==> src/design/pin_routing_regs.vh <==
// constants for the uart and modem pin routing glue
// assumes inclusion by bare name from design files
`ifndef PIN_ROUTING_REGS_VH
`define PIN_ROUTING_REGS_VH
`define FIFO_WIDTH 1
`define FIFO_DEPTH 8
`define FIFO_AW 3
`define SYNC_STAGES 3
`define PIN_IDLE 6'h2f
`define MARK_LEVEL 1'h1
`define RST_LOW 1'h0
`define RST_HIGH 1'h1
`endif

==> src/design/uart_modem_pin_routing.v <==
// glue between host pins, uart core and modem datapath
// assumes uart core and modem on clk_i; pins asynchronous
//
// What this block does
// uart access only while select low
// single-port mode latches select on strobe
// interrupt output follows uart interrupt condition
// legacy bit zero gates interrupt by read
// interrupt output three-state by enable bit
// single-port adds modem detect interrupt
// dual-port, route clear: receive pin outputs modem
// single-port, route clear: receive pin ignored
// route set: receive pin feeds uart
// transmit carries uart when dual or routed
// single-port, route clear: transmit held mark
// offhook driver is complement of control bit
// strap high selects single-port mode
// select latched when address strobe rises
// host reads by pulling read strobe low
// driven receive pin not fed to uart
`default_nettype none
`include "pin_routing_regs.vh"
module uart_modem_pin_routing (
  // clock and reset
  input wire clk_i,
  input wire sys_rst_i,
  // host pins
  input wire uart_select_n_i,
  input wire address_strobe_n_i,
  input wire read_strobe_n_i,
  input wire write_strobe_n_i,
  input wire single_port_strap_i,
  // interrupt pin
  output reg uart_irq_out_o,
  output reg uart_irq_out_oe_o,
  // serial pins
  input wire rxd_pin_i,
  output reg rxd_pin_o,
  output reg rxd_pin_oe_o,
  output reg txd_pin_o,
  // offhook open-drain pin
  output reg offhook_driver_o,
  output reg offhook_driver_oe_o,
  // core side control bits
  input wire uart_irq_pending_i,
  input wire modem_detect_irq_i,
  input wire legacy_irq_mode_bit_i,
  input wire irq_output_enable_bit_i,
  input wire uart_route_bit_i,
  input wire offhook_ctrl_bit_i,
  // serial data from cores
  input wire uart_txd_i,
  input wire modem_rx_valid_i,
  output wire modem_rx_ready_o,
  input wire modem_rx_bit_i,
  // core side access strobes
  output reg uart_read_en_o,
  output reg uart_write_en_o,
  output reg uart_rxd_o
);
  // ----------------------------------------
  // pin synchronisers
  // ----------------------------------------
  wire sel_n_s;
  wire ads_n_s;
  wire rd_n_s;
  wire wr_n_s;
  wire strap_s;
  wire rxd_s;
  wire [5:0] pins_raw;
  wire [5:0] pins_s;
  // idle pin levels, so no false strobe edge after reset
  wire [5:0] pins_init;
  assign pins_init = `PIN_IDLE;
  assign pins_raw = {rxd_pin_i, single_port_strap_i, write_strobe_n_i,
                     read_strobe_n_i, address_strobe_n_i, uart_select_n_i};
  genvar g;
  generate
    for (g = 0; g < 6; g = g + 1)
    begin : g_sync
      pin_sync u_sync (
        .clk_i(clk_i),
        .sys_rst_i(sys_rst_i),
        .init_i(pins_init[g]),
        .pin_i(pins_raw[g]),
        .level_o(pins_s[g])
      );
    end
  endgenerate
  assign sel_n_s = pins_s[0];
  assign ads_n_s = pins_s[1];
  assign rd_n_s = pins_s[2];
  assign wr_n_s = pins_s[3];
  assign strap_s = pins_s[4];
  assign rxd_s = pins_s[5];

  // ----------------------------------------
  // chip select capture
  // ----------------------------------------
  reg ads_n_q;
  reg sel_lat_n_q;
  wire ads_rise;
  wire sel_eff_n;
  assign ads_rise = ads_n_s & ~ads_n_q;
  always @(posedge clk_i)
  begin
    if (sys_rst_i)
    begin
      ads_n_q <= `RST_HIGH;
      sel_lat_n_q <= `RST_HIGH;
    end
    else
    begin
      ads_n_q <= ads_n_s;
      if (ads_rise)
        sel_lat_n_q <= sel_n_s;
    end
  end
  // single-port uses latched select, dual-port the direct one
  assign sel_eff_n = strap_s ? sel_lat_n_q : sel_n_s; // see

  // ----------------------------------------
  // access gating
  // ----------------------------------------
  always @(posedge clk_i)
  begin
    if (sys_rst_i)
    begin
      uart_read_en_o <= `RST_LOW;
      uart_write_en_o <= `RST_LOW;
    end
    else
    begin
      uart_read_en_o <= ~sel_eff_n & ~rd_n_s; // see
      uart_write_en_o <= ~sel_eff_n & ~wr_n_s;
    end
  end

  // ----------------------------------------
  // interrupt output
  // ----------------------------------------
  reg irq_src;
  always @*
  begin
    irq_src = uart_irq_pending_i;
    if (strap_s)
      irq_src = irq_src | modem_detect_irq_i;
    if (!legacy_irq_mode_bit_i)
      irq_src = irq_src & ~rd_n_s;
  end
  always @(posedge clk_i)
  begin
    if (sys_rst_i)
    begin
      uart_irq_out_o <= `RST_LOW;
      uart_irq_out_oe_o <= `RST_LOW;
    end
    else
    begin
      uart_irq_out_o <= irq_src;
      uart_irq_out_oe_o <= irq_output_enable_bit_i;
    end
  end

  // ----------------------------------------
  // modem receive buffer
  // ----------------------------------------
  wire fifo_valid;
  wire fifo_bit;
  wire drive_rxd;
  reg rx_take;
  assign drive_rxd = ~strap_s & ~uart_route_bit_i;
  bit_fifo #(
    .WIDTH(`FIFO_WIDTH),
    .DEPTH(`FIFO_DEPTH),
    .AW(`FIFO_AW)
  ) u_fifo (
    .clk_i(clk_i),
    .sys_rst_i(sys_rst_i),
    .in_valid_i(modem_rx_valid_i),
    .in_ready_o(modem_rx_ready_o),
    .in_data_i(modem_rx_bit_i),
    .out_valid_o(fifo_valid),
    .out_ready_i(rx_take),
    .out_data_o(fifo_bit)
  );
  // drain one bit per cycle only while the pin is an output
  always @*
  begin
    rx_take = drive_rxd & fifo_valid;
  end

  // ----------------------------------------
  // serial pin routing
  // ----------------------------------------
  always @(posedge clk_i)
  begin
    if (sys_rst_i)
    begin
      rxd_pin_o <= `MARK_LEVEL;
      rxd_pin_oe_o <= `RST_LOW;
      txd_pin_o <= `MARK_LEVEL;
      uart_rxd_o <= `MARK_LEVEL;
      offhook_driver_o <= `RST_LOW;
      offhook_driver_oe_o <= `RST_LOW;
    end
    else
    begin
      rxd_pin_oe_o <= drive_rxd;
      if (rx_take)
        rxd_pin_o <= fifo_bit;
      if (uart_route_bit_i)
        uart_rxd_o <= rxd_s;
      else
        uart_rxd_o <= `MARK_LEVEL; // see
      if (~strap_s | uart_route_bit_i)
        txd_pin_o <= uart_txd_i;
      else
        txd_pin_o <= `MARK_LEVEL;
      // open drain: pin level is complement of bit, sink when low
      offhook_driver_o <= `RST_LOW;
      offhook_driver_oe_o <= offhook_ctrl_bit_i;
    end
  end
endmodule // uart_modem_pin_routing
`default_nettype wire

==> src/design/pin_sync.v <==
// three-stage synchroniser for one pin input
// assumes clk_i domain; change accepted when stages two and three agree
`default_nettype none
module pin_sync (
  // clock and reset
  input wire clk_i,
  input wire sys_rst_i,
  input wire init_i,
  // pin
  input wire pin_i,
  output reg level_o
);
  reg s1_q;
  reg s2_q;
  reg s3_q;
  always @(posedge clk_i)
  begin
    if (sys_rst_i)
    begin
      s1_q <= init_i;
      s2_q <= init_i;
      s3_q <= init_i;
      level_o <= init_i;
    end
    else
    begin
      s1_q <= pin_i;
      s2_q <= s1_q;
      s3_q <= s2_q;
      if (s2_q == s3_q)
        level_o <= s3_q;
    end
  end
endmodule // pin_sync
`default_nettype wire

==> src/design/bit_fifo.v <==
// small synchronous fifo, flop storage
// assumes one clock, synchronous reset
`default_nettype none
`include "pin_routing_regs.vh"
module bit_fifo #(
  parameter WIDTH = `FIFO_WIDTH,
  parameter DEPTH = `FIFO_DEPTH,
  parameter AW = `FIFO_AW
) (
  // clock and reset
  input wire clk_i,
  input wire sys_rst_i,
  // fill side
  input wire in_valid_i,
  output wire in_ready_o,
  input wire [WIDTH-1:0] in_data_i,
  // drain side
  output wire out_valid_o,
  input wire out_ready_i,
  output wire [WIDTH-1:0] out_data_o
);
  reg [WIDTH-1:0] mem_q [0:DEPTH-1];
  reg [AW-1:0] wr_q;
  reg [AW-1:0] rd_q;
  reg [AW:0] cnt_q;
  wire push;
  wire pop;
  localparam [AW:0] FULL_CNT = DEPTH;
  assign in_ready_o = (cnt_q != FULL_CNT);
  assign out_valid_o = (cnt_q != {(AW+1){1'b0}});
  assign out_data_o = mem_q[rd_q];
  assign push = in_valid_i & in_ready_o;
  assign pop = out_valid_o & out_ready_i;
  always @(posedge clk_i)
  begin
    if (sys_rst_i)
    begin
      wr_q <= {AW{1'b0}};
      rd_q <= {AW{1'b0}};
      cnt_q <= {(AW+1){1'b0}};
    end
    else
    begin
      if (push)
      begin
        mem_q[wr_q] <= in_data_i;
        wr_q <= wr_q + 1'b1;
      end
      if (pop)
        rd_q <= rd_q + 1'b1;
      if (push & ~pop)
        cnt_q <= cnt_q + 1'b1;
      else if (pop & ~push)
        cnt_q <= cnt_q - 1'b1;
    end
  end
endmodule // bit_fifo
`default_nettype wire

==> config.mk <==
export PLATFORM = sky130hd
export DESIGN_NAME = uart_modem_pin_routing
export DESIGN_NICKNAME = d
export VERILOG_FILES = /design/src/design/uart_modem_pin_routing.v /design/src/design/pin_sync.v /design/src/design/bit_fifo.v
export VERILOG_INCLUDE_DIRS = /design/src /design/src/design
export SDC_FILE = /design/constraint.sdc
export NUM_CORES = 1
export LEC_CHECK = 0
export ABC_AREA = 1
export BUFFER_PORTS_ARGS = -buffer_cell sky130_fd_sc_hd__buf_2
export CORE_ASPECT_RATIO = 1.5
export CORE_UTILIZATION = 26
export CTS_CLUSTER_SIZE = 28
export DETAILED_ROUTE_END_ITERATION = 10
export HOLD_SLACK_MARGIN = 0.08
export PLACE_DENSITY = 0.42
export SLEW_MARGIN = 20
export SYNTH_ARGS = -nofsm -noshare
export SYNTH_HDL_FRONTEND = slang
export SYNTH_SLANG_ARGS = --single-unit
==> constraint.sdc <==
create_clock -name clk_i -period 4.25 [get_ports clk_i]
set_input_delay 0.85 -clock clk_i [delete_from_list [all_inputs] [get_ports clk_i]]
set_output_delay 0.85 -clock clk_i [all_outputs]
set_load 0.005 [all_outputs]
# Yosys cells after proc, flatten, opt, wreduce, memory -nomap -nowiden
# Memory sizes are Yosys's and may differ from the RTL's. A register that Yosys moved wholly into a read port is not among the register bits.
# Cells that the tools add are included.
[totals] reg_bits=44 mem_count=1 input_bits=17 ram_bits=8
[mem_list] memory="u_fifo.mem_q" words=8 width=1 rd=1 rd_clocked_by_memory_dff=1 wr=1 line="bit_fifo.v:22" source="reg [WIDTH-1:0] mem_q [0:DEPTH-1];"
[op_classes] bitwise=21 eq_ne=7 reduce_logical=4 muxes=8 add_sub_neg=4
[op_table] operator="bitwise AND 1 bit" n=10
[op_table] operator="NOT 1 bit" n=9
[op_table] operator="two-way mux 4 bit" n=2
[op_table] operator="adder 3 x 1 -> 3 bit, second input constant" n=2
[op_table] operator="equality test 1 bit" n=6
[op_table] operator="two-way mux 1 bit" n=6
[op_table] operator="adder 4 x 1 -> 4 bit, second input constant" n=1
[op_table] operator="!= test 4 bit, second input constant" n=1
[op_table] operator="nonzero test 4 bit" n=1
[op_table] operator="OR reduction 2 bit" n=2
[op_table] operator="subtractor 4 x 1 -> 4 bit, second input constant" n=1
[op_table] operator="bitwise OR 1 bit" n=2
[op_table] operator="nonzero test 2 bit" n=1

# Depth between registers and ports, before layout
# Gate-level depths: netlist of run 1.
[logic_depth] depth_word=7 depth_mapped=14 mapped_depth_nobuf=14

# Hierarchy
# From an unflattened synthesis of run 1, not the netlist that was laid out.
[hier_totals] cells_unflattened=264 area_unflattened_um2=2238.4
[modules_own_cells] module="bit_fifo" area_per_inst_um2=1008.5 n_inst=1 cells_per_inst=117 seq_area_each_um2=500.5
[modules_own_cells] module="pin_sync" area_per_inst_um2=142.6 n_inst=6 cells_per_inst=17 seq_area_each_um2=90.1
[modules_own_cells] module="uart_modem_pin_routing" area_per_inst_um2=374.1 n_inst=1 cells_per_inst=45 seq_area_each_um2=220.2

# Worst setup path before layout of run 1
# No wires, ideal clock.
[synth_path] path_kind="in2reg" startpoint="input uart_route_bit_i" endpoint="register u_fifo.cnt_q[3]" path_stages=11 t_arrival_ns=2.129 path_slack_ns=2.051 required_time_ns=4.180 setup_time_ns=0.070 path_buffers=0 path_cell_list="nor2_2 > nand2_4 > ha_1 > inv_1 > ha_1 > or2_1 > nand2_1 > nand2_1 > nand2_1 > nand2_1 > a21oi_1"
[synth_between] elab_chain_cells=7 elab_cells_between_ends=9 classes_between="1 x mux; 7 x bitwise; 1 x reduce/logical"
[synth_rtl] element="start: declaration" line="uart_modem_pin_routing.v:49" source="input wire uart_route_bit_i,"
[synth_rtl] element="NOT 1 bit (no line) *"
[synth_rtl] element="bitwise AND 1 bit *" line="uart_modem_pin_routing.v:172" source="assign drive_rxd = ~strap_s & ~uart_route_bit_i;"
[synth_rtl] element="bitwise AND 1 bit *" line="uart_modem_pin_routing.v:190" source="rx_take = drive_rxd & fifo_valid;"
[synth_rtl] element="bitwise AND 1 bit *" line="bit_fifo.v:33" source="assign pop = out_valid_o & out_ready_i;"
[synth_rtl] element="NOT 1 bit" line="bit_fifo.v:51" source="if (push & ~pop)"
[synth_rtl] element="bitwise AND 1 bit" line="bit_fifo.v:51"
[synth_rtl] element="two-way mux 4 bit or nonzero test 2 bit (tied branches)"
[synth_rtl] element="end signal: assignment" line="bit_fifo.v:40" source="cnt_q <= {(AW+1){1'b0}};"
[synth_rtl] element="end signal: assignment" line="bit_fifo.v:52" source="cnt_q <= cnt_q + 1'b1;"
[synth_rtl] element="end signal: assignment" line="bit_fifo.v:54" source="cnt_q <= cnt_q - 1'b1;"
[synth_rtl] element="end: declaration" line="bit_fifo.v:25" source="reg [AW:0] cnt_q;"
# Every way passes the cells marked *; elsewhere a longest branch is shown, timed or not.
# A chain may end at the register's enable or synchronous reset.

# Final worst setup path of run 1
# Same ends and word-level chain as after synthesis.

==> run_results.csv, run 1 <==
group,metric,value,unit
route,avgViaCountPerCell,4.03,
setup_path,cp-startpoint,"uart_route_bit_i",
setup_path,crit_end,"u_fifo.cnt_q[3]",
power,p_leak,1.03,nW
synth,synthAdderAreaFrac,0.0507,
route,route.detailed.drc,0,
synth,synth_top_family_by_area,"simple AND/OR/NAND/NOR gates",
floorplanning,core,7560,sq um
clocking,cts.htree.levels,2,
synth,synthMuxAreaShare,0,
synth,ys_ff_latch,53,
floorplanning,std_cell_rows,39,
clocking,clock-sinks,53,
timing,post-route-period-util,0.507,
synth,synth-edff-count,8,
synth,synth_area_per_cell,9.19,sq um
place,gp_congestion,0.716,
route,antenna_left,0,
route,wl,3560,um
final_layout,n_fill_cell,825,
final_layout,antennaDiodeCount,0,
setup_path,cpMaxStageDelayCell,"ha_1",
global_routing,overflow,0,
setup_path,path_buf_inv,2,
timing,tightest_slew,0.583,ns
timing,finalHoldViolations,0,
setup_path,critical_path_required,4.47,ns
global_routing,grt_pass1_vias,1424,
setup_path,path_delay_family,"simple AND/OR/NAND/NOR gates",
clocking,cts_tree,"yes",
setup_path,cp-end-kind,"register",
timing,setup_tns,0,ns
global_routing,track_usage,0.101,
timing,setup_viol,0,
synth,synth_cell_type_count,28,
floorplanning,io_pins,28,
global_routing,antenna_found_initial,0,
clocking,clk_latency,0.29,ns
setup_path,path_common_cell,"nand2_1",
synth,synth_area,2020,sq um
power,power_density,567,nW/um^2
timing,worst_hold_slack,0.404,ns
synth,synth_compound_area_frac,0.0811,
floorplanning,dieWidth,74.0,um
final_layout,nets,270,
setup_path,rrSetupSlack,2.21,ns
setup_path,worstPathArrival,2.37,ns
timing,skew,0.00472,ns
synth,ys_warn_count,0,
place,dp.final_hpwl,2540,um
clocking,cts_hold_buf,0,
synth,synth_nets,243,
place,portBuffers,26,
synth,synth-xor-area-share,0.0130,
timing,relSlewSlack,0.612,
route,drt_iter0_markers,25,
setup_path,startpoint_type,"input port",
status,status,"finished, final reports clean",
floorplanning,start_util,0.267,
clocking,cts_max_path_buffers,2,
setup_path,crit_type,"in -> reg",
hold_path,whs_path_depth,2,
timing,max_clock_freq,464,MHz
floorplanning,dieArea,8140,sq um
timing,fin_ws,2.10,ns
flow_run,cap_violations,0,
synth,synthSimpleGateAreaFrac,0.213,
clocking,root_buffer,"clkbuf_16",
clocking,cts_buffers,5,
power,fin_total_pwr,0.00137,W
setup_path,crit_chain,"buf_2, nor2_2, nand2_4, ha_1, inv_1, ha_1, or2_1, nand2_1, nand2_1, nand2_1, nand2_1, a21oi_1",
power,ir_drop,0.190,mV
route,firstDrtPassIters,4,
setup_path,r2r_cells,13,
place,dp_slack,1.78,ns
timing,rsz0062_at_grt,"false",
synth,netlist_instances,220,
final_layout,area_growth,19.6,%
final_layout,layout-drive-gt1-share,0.234,
setup_path,cp.depth,12,
global_routing,grt_max_degree,36,
clocking,post-cts-setup-buffers,0,
timing,slew_violations,0,
setup_path,r2r_end,"u_fifo.cnt_q[3]",
timing,period_needed,2.15,ns
synth,ys_seq_area_frac,0.564,
hold_path,hold_class,"reg -> reg",
synth,async_reset_ff_frac,0,
synth,synth_flop_cell,"dfxtp_1",
setup_path,slowest_delay,0.27,ns
setup_path,cp_max_fo,9,
global_routing,grt_pass1_wl,6220,um
floorplanning,die_y,110,um
setup_path,r2r_start,"u_fifo.cnt_q[0]",
clocking,post_cts_resized,0,
clocking,clkTransAtPathRegs,0.07,ns
route,wl_per_cell,10.2,um
final_layout,fin_util,0.320,
route,num_vias,1410,
==> where the power goes <==
group          total (W)  internal [W]  switching, W
logic           0.000297      0.000121      0.000176
clock network   0.000475      0.000294      0.000180
registers       0.000599      0.000554     0.0000449
==> per-stage QoR <==
step                cell area (sq um)  cells
floorplan                        2020    220
global placement                 2240    342
detailed placement               2240    342
CTS                              2420    350
global route                     2420    350
finish                           2420    350
==> kinds of logic after synthesis <==
| group | count (synthesis) |
|---|---|
| AO/OA/AOI/OAI | 31 |
| AND/OR/NAND/NOR | 88 |
| XOR/XNOR | 3 |
| adder cells (fa/ha/maj) | 8 |
| other | 1 |
| buffers and inverters | 36 |
| flip-flops | 53 |
==> worst min path at each step <==
stage / slack [ns] / to / from
after floorplan: 0.39 / g_sync[4].u_sync.s2_q / g_sync[4].u_sync.s1_q
after global placement: 0.39 / g_sync[4].u_sync.s2_q / g_sync[4].u_sync.s1_q
after detailed placement: 0.39 / g_sync[2].u_sync.s2_q / g_sync[2].u_sync.s1_q
after CTS: 0.41 / g_sync[4].u_sync.s2_q / g_sync[4].u_sync.s1_q
after global routing: 0.42 / g_sync[4].u_sync.s2_q / g_sync[4].u_sync.s1_q
final: 0.40 / g_sync[4].u_sync.s2_q / g_sync[4].u_sync.s1_q
==> Yosys cell counts (all sizes together), types with 2 or more instances <==
| master | n | area share |
|---|---|---|
| a211oi | 2 | 0.0074 |
| a21oi | 12 | 0.030 |
| buf | 5 | 0.017 |
| dfxtp | 45 | 0.45 |
| edfxtp | 8 | 0.12 |
| ha | 5 | 0.031 |
| inv | 30 | 0.057 |
| maj3 | 2 | 0.0099 |
| nand2 | 29 | 0.065 |
| nand3 | 9 | 0.030 |
| nor2 | 27 | 0.053 |
| nor3 | 8 | 0.020 |
| o21ai | 16 | 0.040 |
| or2 | 15 | 0.046 |
| xor2 | 3 | 0.013 |
==> state kept, by name, indices dropped and copies added, names as in the netlist <==
name / cells
u_fifo.cnt_q: 4
g_sync.u_sync.s1_q: 6
uart_write_en_o: 1
uart_irq_out_o: 1
u_fifo.wr_q: 3
rxd_pin_o: 1
txd_pin_o: 1
uart_irq_out_oe_o: 1
g_sync.u_sync.level_o: 6
rxd_pin_oe_o: 1
offhook_driver_oe_o: 1
uart_read_en_o: 1
u_fifo.rd_q: 3
u_fifo.mem_q: 8
g_sync.u_sync.s3_q: 6
ads_n_q: 1
g_sync.u_sync.s2_q: 6
sel_lat_n_q: 1
uart_rxd_o: 1
==> area by class of cell <==
class,count,area [sq um],area share
Tap cell,102,128,0.0528
Sequential cell,53,1140,0.472
Inverter,30,115,0.0476
Clock inverter,2,36.3,0.0150
Timing Repair Buffer,26,130,0.0538
Multi-Input combinational cell,131,728,0.301
Clock buffer,6,139,0.0575
==> per-layer routing <==
metal / vias to the layer above / share of wire / track usage
li1: 748 / - / -
met1: 636 / 0.42 / 0.106
met2: 21 / 0.53 / 0.184
met3: 5 / 0.035 / 0.0264
met4: 0 / 0.017 / 0.0453
met5: - / 0 / 0
==> tightest hold or removal path: stages (launching register included) <==
cell,delay (ns)
dfxtp_1,0.30
inv_1,0.04
nor2_1,0.03
==> cells in the final DEF, fill, tap and decap left out, drive strengths merged <==
cell,netlist,final
ha,5,5
edfxtp,8,8
conb,1,1
inv,30,31
nand2,29,29
buf,5,26
bufinv,0,1
xor2,3,3
nand3,9,9
o21ai,16,16
or2,15,15
maj3,2,2
nor3,8,8
o311ai,1,1
fa,1,1
clkbuf,1,6
a211oi,2,2
dfxtp,45,45
nor2,27,27
a21oi,12,12
Note: power is estimated with default switching activity, not from simulation.
==> run 2, diff against run 1 <==
Clock period 4.25 ns to 2.2 ns, I/O delays scaled along.
==> run 2 against run 1 <==
  * Power up 91%
  * Register-to-register slack worse by 2.0 ns
  * Via count increased by 0.78%
  * Worst setup slack got worse by 1.9 ns
  * Die area stayed put
  * First-iteration DRC count is 48% higher
  * Routed wire length is 0.98% higher
  * Sequential power grew 94%
  * Clock power increased by 82%
  * Clock skew decreased by 0.0015 ns
==> run_results.csv, run 2 (synthesized netlist as in run 1, its figures left out) <==
group,metric,value,unit
power,p_leak,1.03,nW
place,gp_congestion,0.773,
clocking,cts_tree,"yes",
floorplanning,dieWidth,74.0,um
clocking,post-cts-setup-buffers,0,
final_layout,n_fill_cell,790,
timing,rsz0062_at_grt,"false",
clocking,cts.htree.levels,2,
setup_path,cp_max_fo,6,
place,portBuffers,26,
final_layout,most-common-layout-cells,"dfxtp_1, inv_1, nand2_1, buf_2, nor2_1",
clocking,clk_latency,0.28,ns
final_layout,area_growth,19.2,%
floorplanning,start_util,0.267,
flow_run,cap_violations,0,
setup_path,path_common_cell,"nand2_1",
route,wl,3590,um
floorplanning,io_pins,28,
global_routing,overflow,0,
route,route.detailed.drc,0,
power,fin_total_pwr,0.00262,W
place,post-place-cells,343,
timing,skew,0.00323,ns
timing,setup_viol,0,
setup_path,worstPathArrival,2.19,ns
setup_path,crit_type,"reg -> reg",
route,firstDrtPassIters,4,
floorplanning,core,7560,sq um
route,drt_iter0_markers,37,
route,wl_per_cell,10.3,um
place,dp.final_hpwl,2560,um
setup_path,critical_path_required,2.42,ns
route,antenna_left,0,
clocking,cts_buffers,5,
setup_path,slowest_delay,0.36,ns
timing,setup_tns,0,ns
timing,period_needed,1.97,ns
clocking,clkTransAtPathRegs,0.07,ns
final_layout,nets,271,
final_layout,largest_reg_flops,8,
final_layout,layout_commonest_cell,"dfxtp_1",
final_layout,instances_no_fill,350,
floorplanning,std_cell_rows,39,
setup_path,cp-end-kind,"register",
clocking,root_buffer,"clkbuf_16",
setup_path,path_buf_inv,2,
floorplanning,die_y,110,um
route,avgViaCountPerCell,4.06,
global_routing,grt_pass1_wl,6120,um
timing,fin_ws,0.229,ns
final_layout,largest_register,"u_fifo.mem_q",
setup_path,path_delay_family,"simple AND/OR/NAND/NOR gates",
power,power_density,1090,nW/um^2
hold_path,hold_class,"in -> reg",
route,num_vias,1421,
setup_path,startpoint_type,"register",
timing,post-route-period-util,0.896,
clocking,cts_hold_buf,0,
place,dp_slack,0.137,ns
global_routing,grt_pass1_vias,1334,
power,ir_drop,0.418,mV
clocking,cts_max_path_buffers,2,
global_routing,track_usage,0.100,
clocking,clock-sinks,53,
final_layout,layout-drive-gt1-share,0.238,
status,status,"finished, final reports clean",
timing,slew_violations,0,
timing,max_clock_freq,507,MHz
floorplanning,dieArea,8140,sq um
setup_path,cpMaxStageDelayCell,"dfxtp_1",
global_routing,antenna_found_initial,0,
clocking,post_cts_resized,0,
timing,finalHoldViolations,0,
global_routing,grt_max_degree,35,
setup_path,crit_chain,"nor2_2, nand3_2, nand2_4, inv_4, ha_1, inv_2, ha_1, or2_1, nand2_1, nand2_1, nand2_1, nand2_1, a21oi_1",
final_layout,antennaDiodeCount,0,
## run 2: changes by cell type in the layout (fill, tap and decap cells not counted), sizes merged
cell / before / now
buf: 26 / 27
clkbuf: 6 / 5
clkinv: 0 / 1
inv: 31 / 30
## run 2: routing by layer
metal / wire [um] / track usage / vias to the layer above
met1: 1560 / 0.112 / 641
li1: - / - / 750
met2: 1840 / 0.175 / 24
met4: 82 / 0.0495 / 0
met5: 0 / 0 / -
met3: 119 / 0.0218 / 6
## run 2: worst reg2reg max path, delay by kind of cell, from the launching register on
| kind | cells | cell delay [ns] |
|---|---|---|
| adder cells (fa/ha/maj) | 2 | 0.45 |
| buffers and inverters | 2 | 0.16 |
| AND/OR/NAND/NOR | 8 | 0.84 |
| AO/OA/AOI/OAI | 1 | 0.10 |
| flip-flops | 1 | 0.36 |
## run 2: final timing paths
check	cells after the start	start	slack [ns]	end
max reg2reg	13	u_fifo.cnt_q[0]	0.23	u_fifo.cnt_q[3]
min reg2reg	2	g_sync[4].u_sync.s1_q	0.41	g_sync[4].u_sync.s2_q
max	13	u_fifo.cnt_q[0]	0.23	u_fifo.cnt_q[3]
min	2	address_strobe_n_i	0.33	g_sync[1].u_sync.s1_q
## run 2: area by class of cell
class	instances	area (sq um)	share of cell area
sequential	53	1140	0.474
multi-input combinational	131	728	0.302
timing repair buffer	27	138	0.0571
tap	102	128	0.0530
clock buffer	5	125	0.0519
inverter	30	115	0.0478
clock inverter	2	35.0	0.0145
## run 2: where the power goes
group	total, W	internal [W]	leakage [nW]	switching (W)
registers	0.00116	0.00107	0.442	0.0000847
logic	0.000595	0.000240	0.505	0.000355
clock network	0.000864	0.000529	0.0797	0.000335
## run 2: per-stage QoR
stage	hold slack [ns]	util	cell area, sq um
floorplan	0.388	-	2020
global placement	0.389	0.297	2250
detailed placement	0.392	0.297	2250
CTS	0.329	0.319	2410
global route	0.326	0.319	2410
finish	0.332	0.319	2410
==> run 3, diff against run 2 <==
Settings changed: PLACE_DENSITY 0.42 to 0.44.
Clock period 2.2 ns to 1.6 ns, I/O delays scaled along.
==> run 3 against run 2 <==
  * The run now ends with setup timing left
  * Final area rose by 6.2%
  * Die area did not move
  * Clock power rose by 25%
  * Clock skew rose by 0.0019 ns
  * First-iteration DRC count rose by 16%
  * Worst hold slack got worse by 0.12 ns
  * Power rose by 46%
  * Worst setup slack got worse by 0.35 ns
  * Sequential power rose by 37%
  * Count of clock-buffer cells in the layout did not move
  * Cell count rose by 4.6%
==> run_results.csv, run 3 (synthesized netlist as in run 1, its figures left out) <==
group,metric,value,unit
final_layout,largest_register,"u_fifo.mem_q",
power,fin_total_pwr,0.00381,W
floorplanning,die_y,110,um
floorplanning,start_util,0.267,
floorplanning,std_cell_rows,39,
global_routing,grt_max_degree,35,
power,power_density,1490,nW/um^2
global_routing,grt_pass1_wl,6360,um
floorplanning,dieArea,8140,sq um
setup_path,crit_type,"reg -> reg",
setup_path,r2r_cells,13,
final_layout,largest_reg_flops,8,
place,gp_congestion,0.720,
route,detailroute.wirelength.met3,92,um
place,dp_slack,-0.109,ns
power,clkPwrFrac,0.283,
setup_path,worstPathArrival,1.93,ns
timing,setup_viol,4,
global_routing,antenna_found_initial,0,
hold_path,hold_class,"in -> reg",
setup_path,critical_path_required,1.81,ns
timing,post-route-period-util,1.07,
status,status,"finished, violations left",
route,drt_iter0_markers,43,
flow_run,cap_violations,0,
route,routedLengthMet1,1580,um
timing,rsz0062_at_grt,"true",
clocking,clkTransAtPathRegs,0.07,ns
final_layout,layout_commonest_cell,"dfxtp_1",
final_layout,instances_no_fill,366,
timing,skew,0.00508,ns
final_layout,most-common-layout-cells,"dfxtp_1, inv_1, nand2_1, buf_2, nor2_1",
place,portBuffers,26,
power,combPwrFrac,0.300,
final_layout,final_cell_area,2560,sq um
final_layout,layout-drive-gt1-share,0.311,
timing,max_clock_freq,582,MHz
route,met2_length,1840,um
final_layout,antennaDiodeCount,0,
final_layout,area_growth,26.6,%
timing,fin_ws,-0.118,ns
clocking,clk_latency,0.29,ns
setup_path,cp_max_fo,4,
route,antenna_left,0,
timing,slew_violations,0,
route,wl,3600,um
power,swShare,0.311,
power,p_int,0.00263,W
status,violations,"setup timing",
route,avgViaCountPerCell,4.00,
clocking,cts_buffers,5,
timing,period_needed,1.72,ns
power,ir_drop,0.708,mV
global_routing,track_usage,0.104,
route,route.detailed.drc,0,
place,dp.final_hpwl,2610,um
clocking,cts_tree,"yes",
floorplanning,core,7560,sq um
setup_path,startpoint_type,"register",
timing,finalHoldViolations,0,
clocking,clock-sinks,53,
hold_path,whs_path_depth,2,
clocking,cts_max_path_buffers,2,
route,firstDrtPassIters,4,
route,wl_per_cell,9.84,um
clocking,root_buffer,"clkbuf_16",
setup_path,cp-end-kind,"register",
place,post-place-cells,356,
final_layout,n_fill_cell,790,
global_routing,overflow,0,
global_routing,grt_pass1_vias,1432,
clocking,cts.htree.levels,2,
power,p_leak,1.10,nW
floorplanning,io_pins,28,
final_layout,nets,286,
route,num_vias,1463,
place,placed_cell_area,2380,sq um
final_layout,fin_util,0.338,
power,power_switching,0.00119,W
route,top_layer,"met4",
power,pwr-share-seq,0.417,
floorplanning,dieWidth,74.0,um
==> run 3: worst max-delay path, stage by stage, from the launching register on <==
cell and delay [ns]:
dfxtp_2 0.33, nor2_4 0.14, nand3_4 0.10, nand2_4 0.08
inv_4 0.04, ha_4 0.15, inv_4 0.07, ha_4 0.20
or2_1 0.22, nand2_1 0.06, nand2_1 0.04, nand2_1 0.05
nand2_1 0.04, a21oi_1 0.11
==> run 3: what timing repair did <==
item,4_1_cts,5_1_grt
setup buffers,1,1
hold buffers,0,0
endpoints found under the setup margin,3,4
hold endpoints to repair,0,0
pin swaps,3,2
gates resized for setup,2,2
==> run 3: worst paths after layout <==
path | startpoint | endpoint | slack (ns)
setup reg to reg | u_fifo.cnt_q[0] | u_fifo.cnt_q[3] | -0.12
hold reg to reg | g_sync[4].u_sync.s1_q | g_sync[4].u_sync.s2_q | 0.40
hold / removal | uart_select_n_i | g_sync[0].u_sync.s1_q | 0.21
setup / recovery | u_fifo.cnt_q[0] | u_fifo.cnt_q[3] | -0.12
==> run 3: per-stage QoR <==
stage | hold WS [ns] | TNS, ns
6_report | 0.207 | -0.327
5_1_grt | 0.197 | -0.697
4_1_cts | 0.199 | -0.157
3_5_place_dp | 0.393 | -0.203
3_3_place_gp | 0.390 | -0.101
2_1_floorplan | 0.388 | -0.191
==> run 3: layout make-up <==
type | instances | area, sq um | share of cell area
Sequential cell | 53 | 1150 | 0.449
Multi-Input combinational cell | 131 | 766 | 0.299
Timing Repair Buffer | 42 | 250 | 0.0978
Tap cell | 102 | 128 | 0.0499
Clock buffer | 5 | 125 | 0.0489
Inverter | 30 | 118 | 0.0459
Clock inverter | 3 | 25.0 | 0.00978
==> run 3: power by group through the flow <==
stage,combinational [W],sequential (W),clock [W]
final,0.00114,0.00159,0.00108
after global routing,0.00131,0.00161,0.00120
after CTS,0.00113,0.00158,0.00114
after detailed placement,0.00110,0.00161,0
after global placement,0.00109,0.00161,0
after floorplan,0.000713,0.00162,0
==> run 3: layer usage <==
metal	track usage	vias to the layer above
met5	0	-
li1	-	786
met2	0.177	20
met4	0.0618	0
met3	0.0236	5
met1	0.117	652
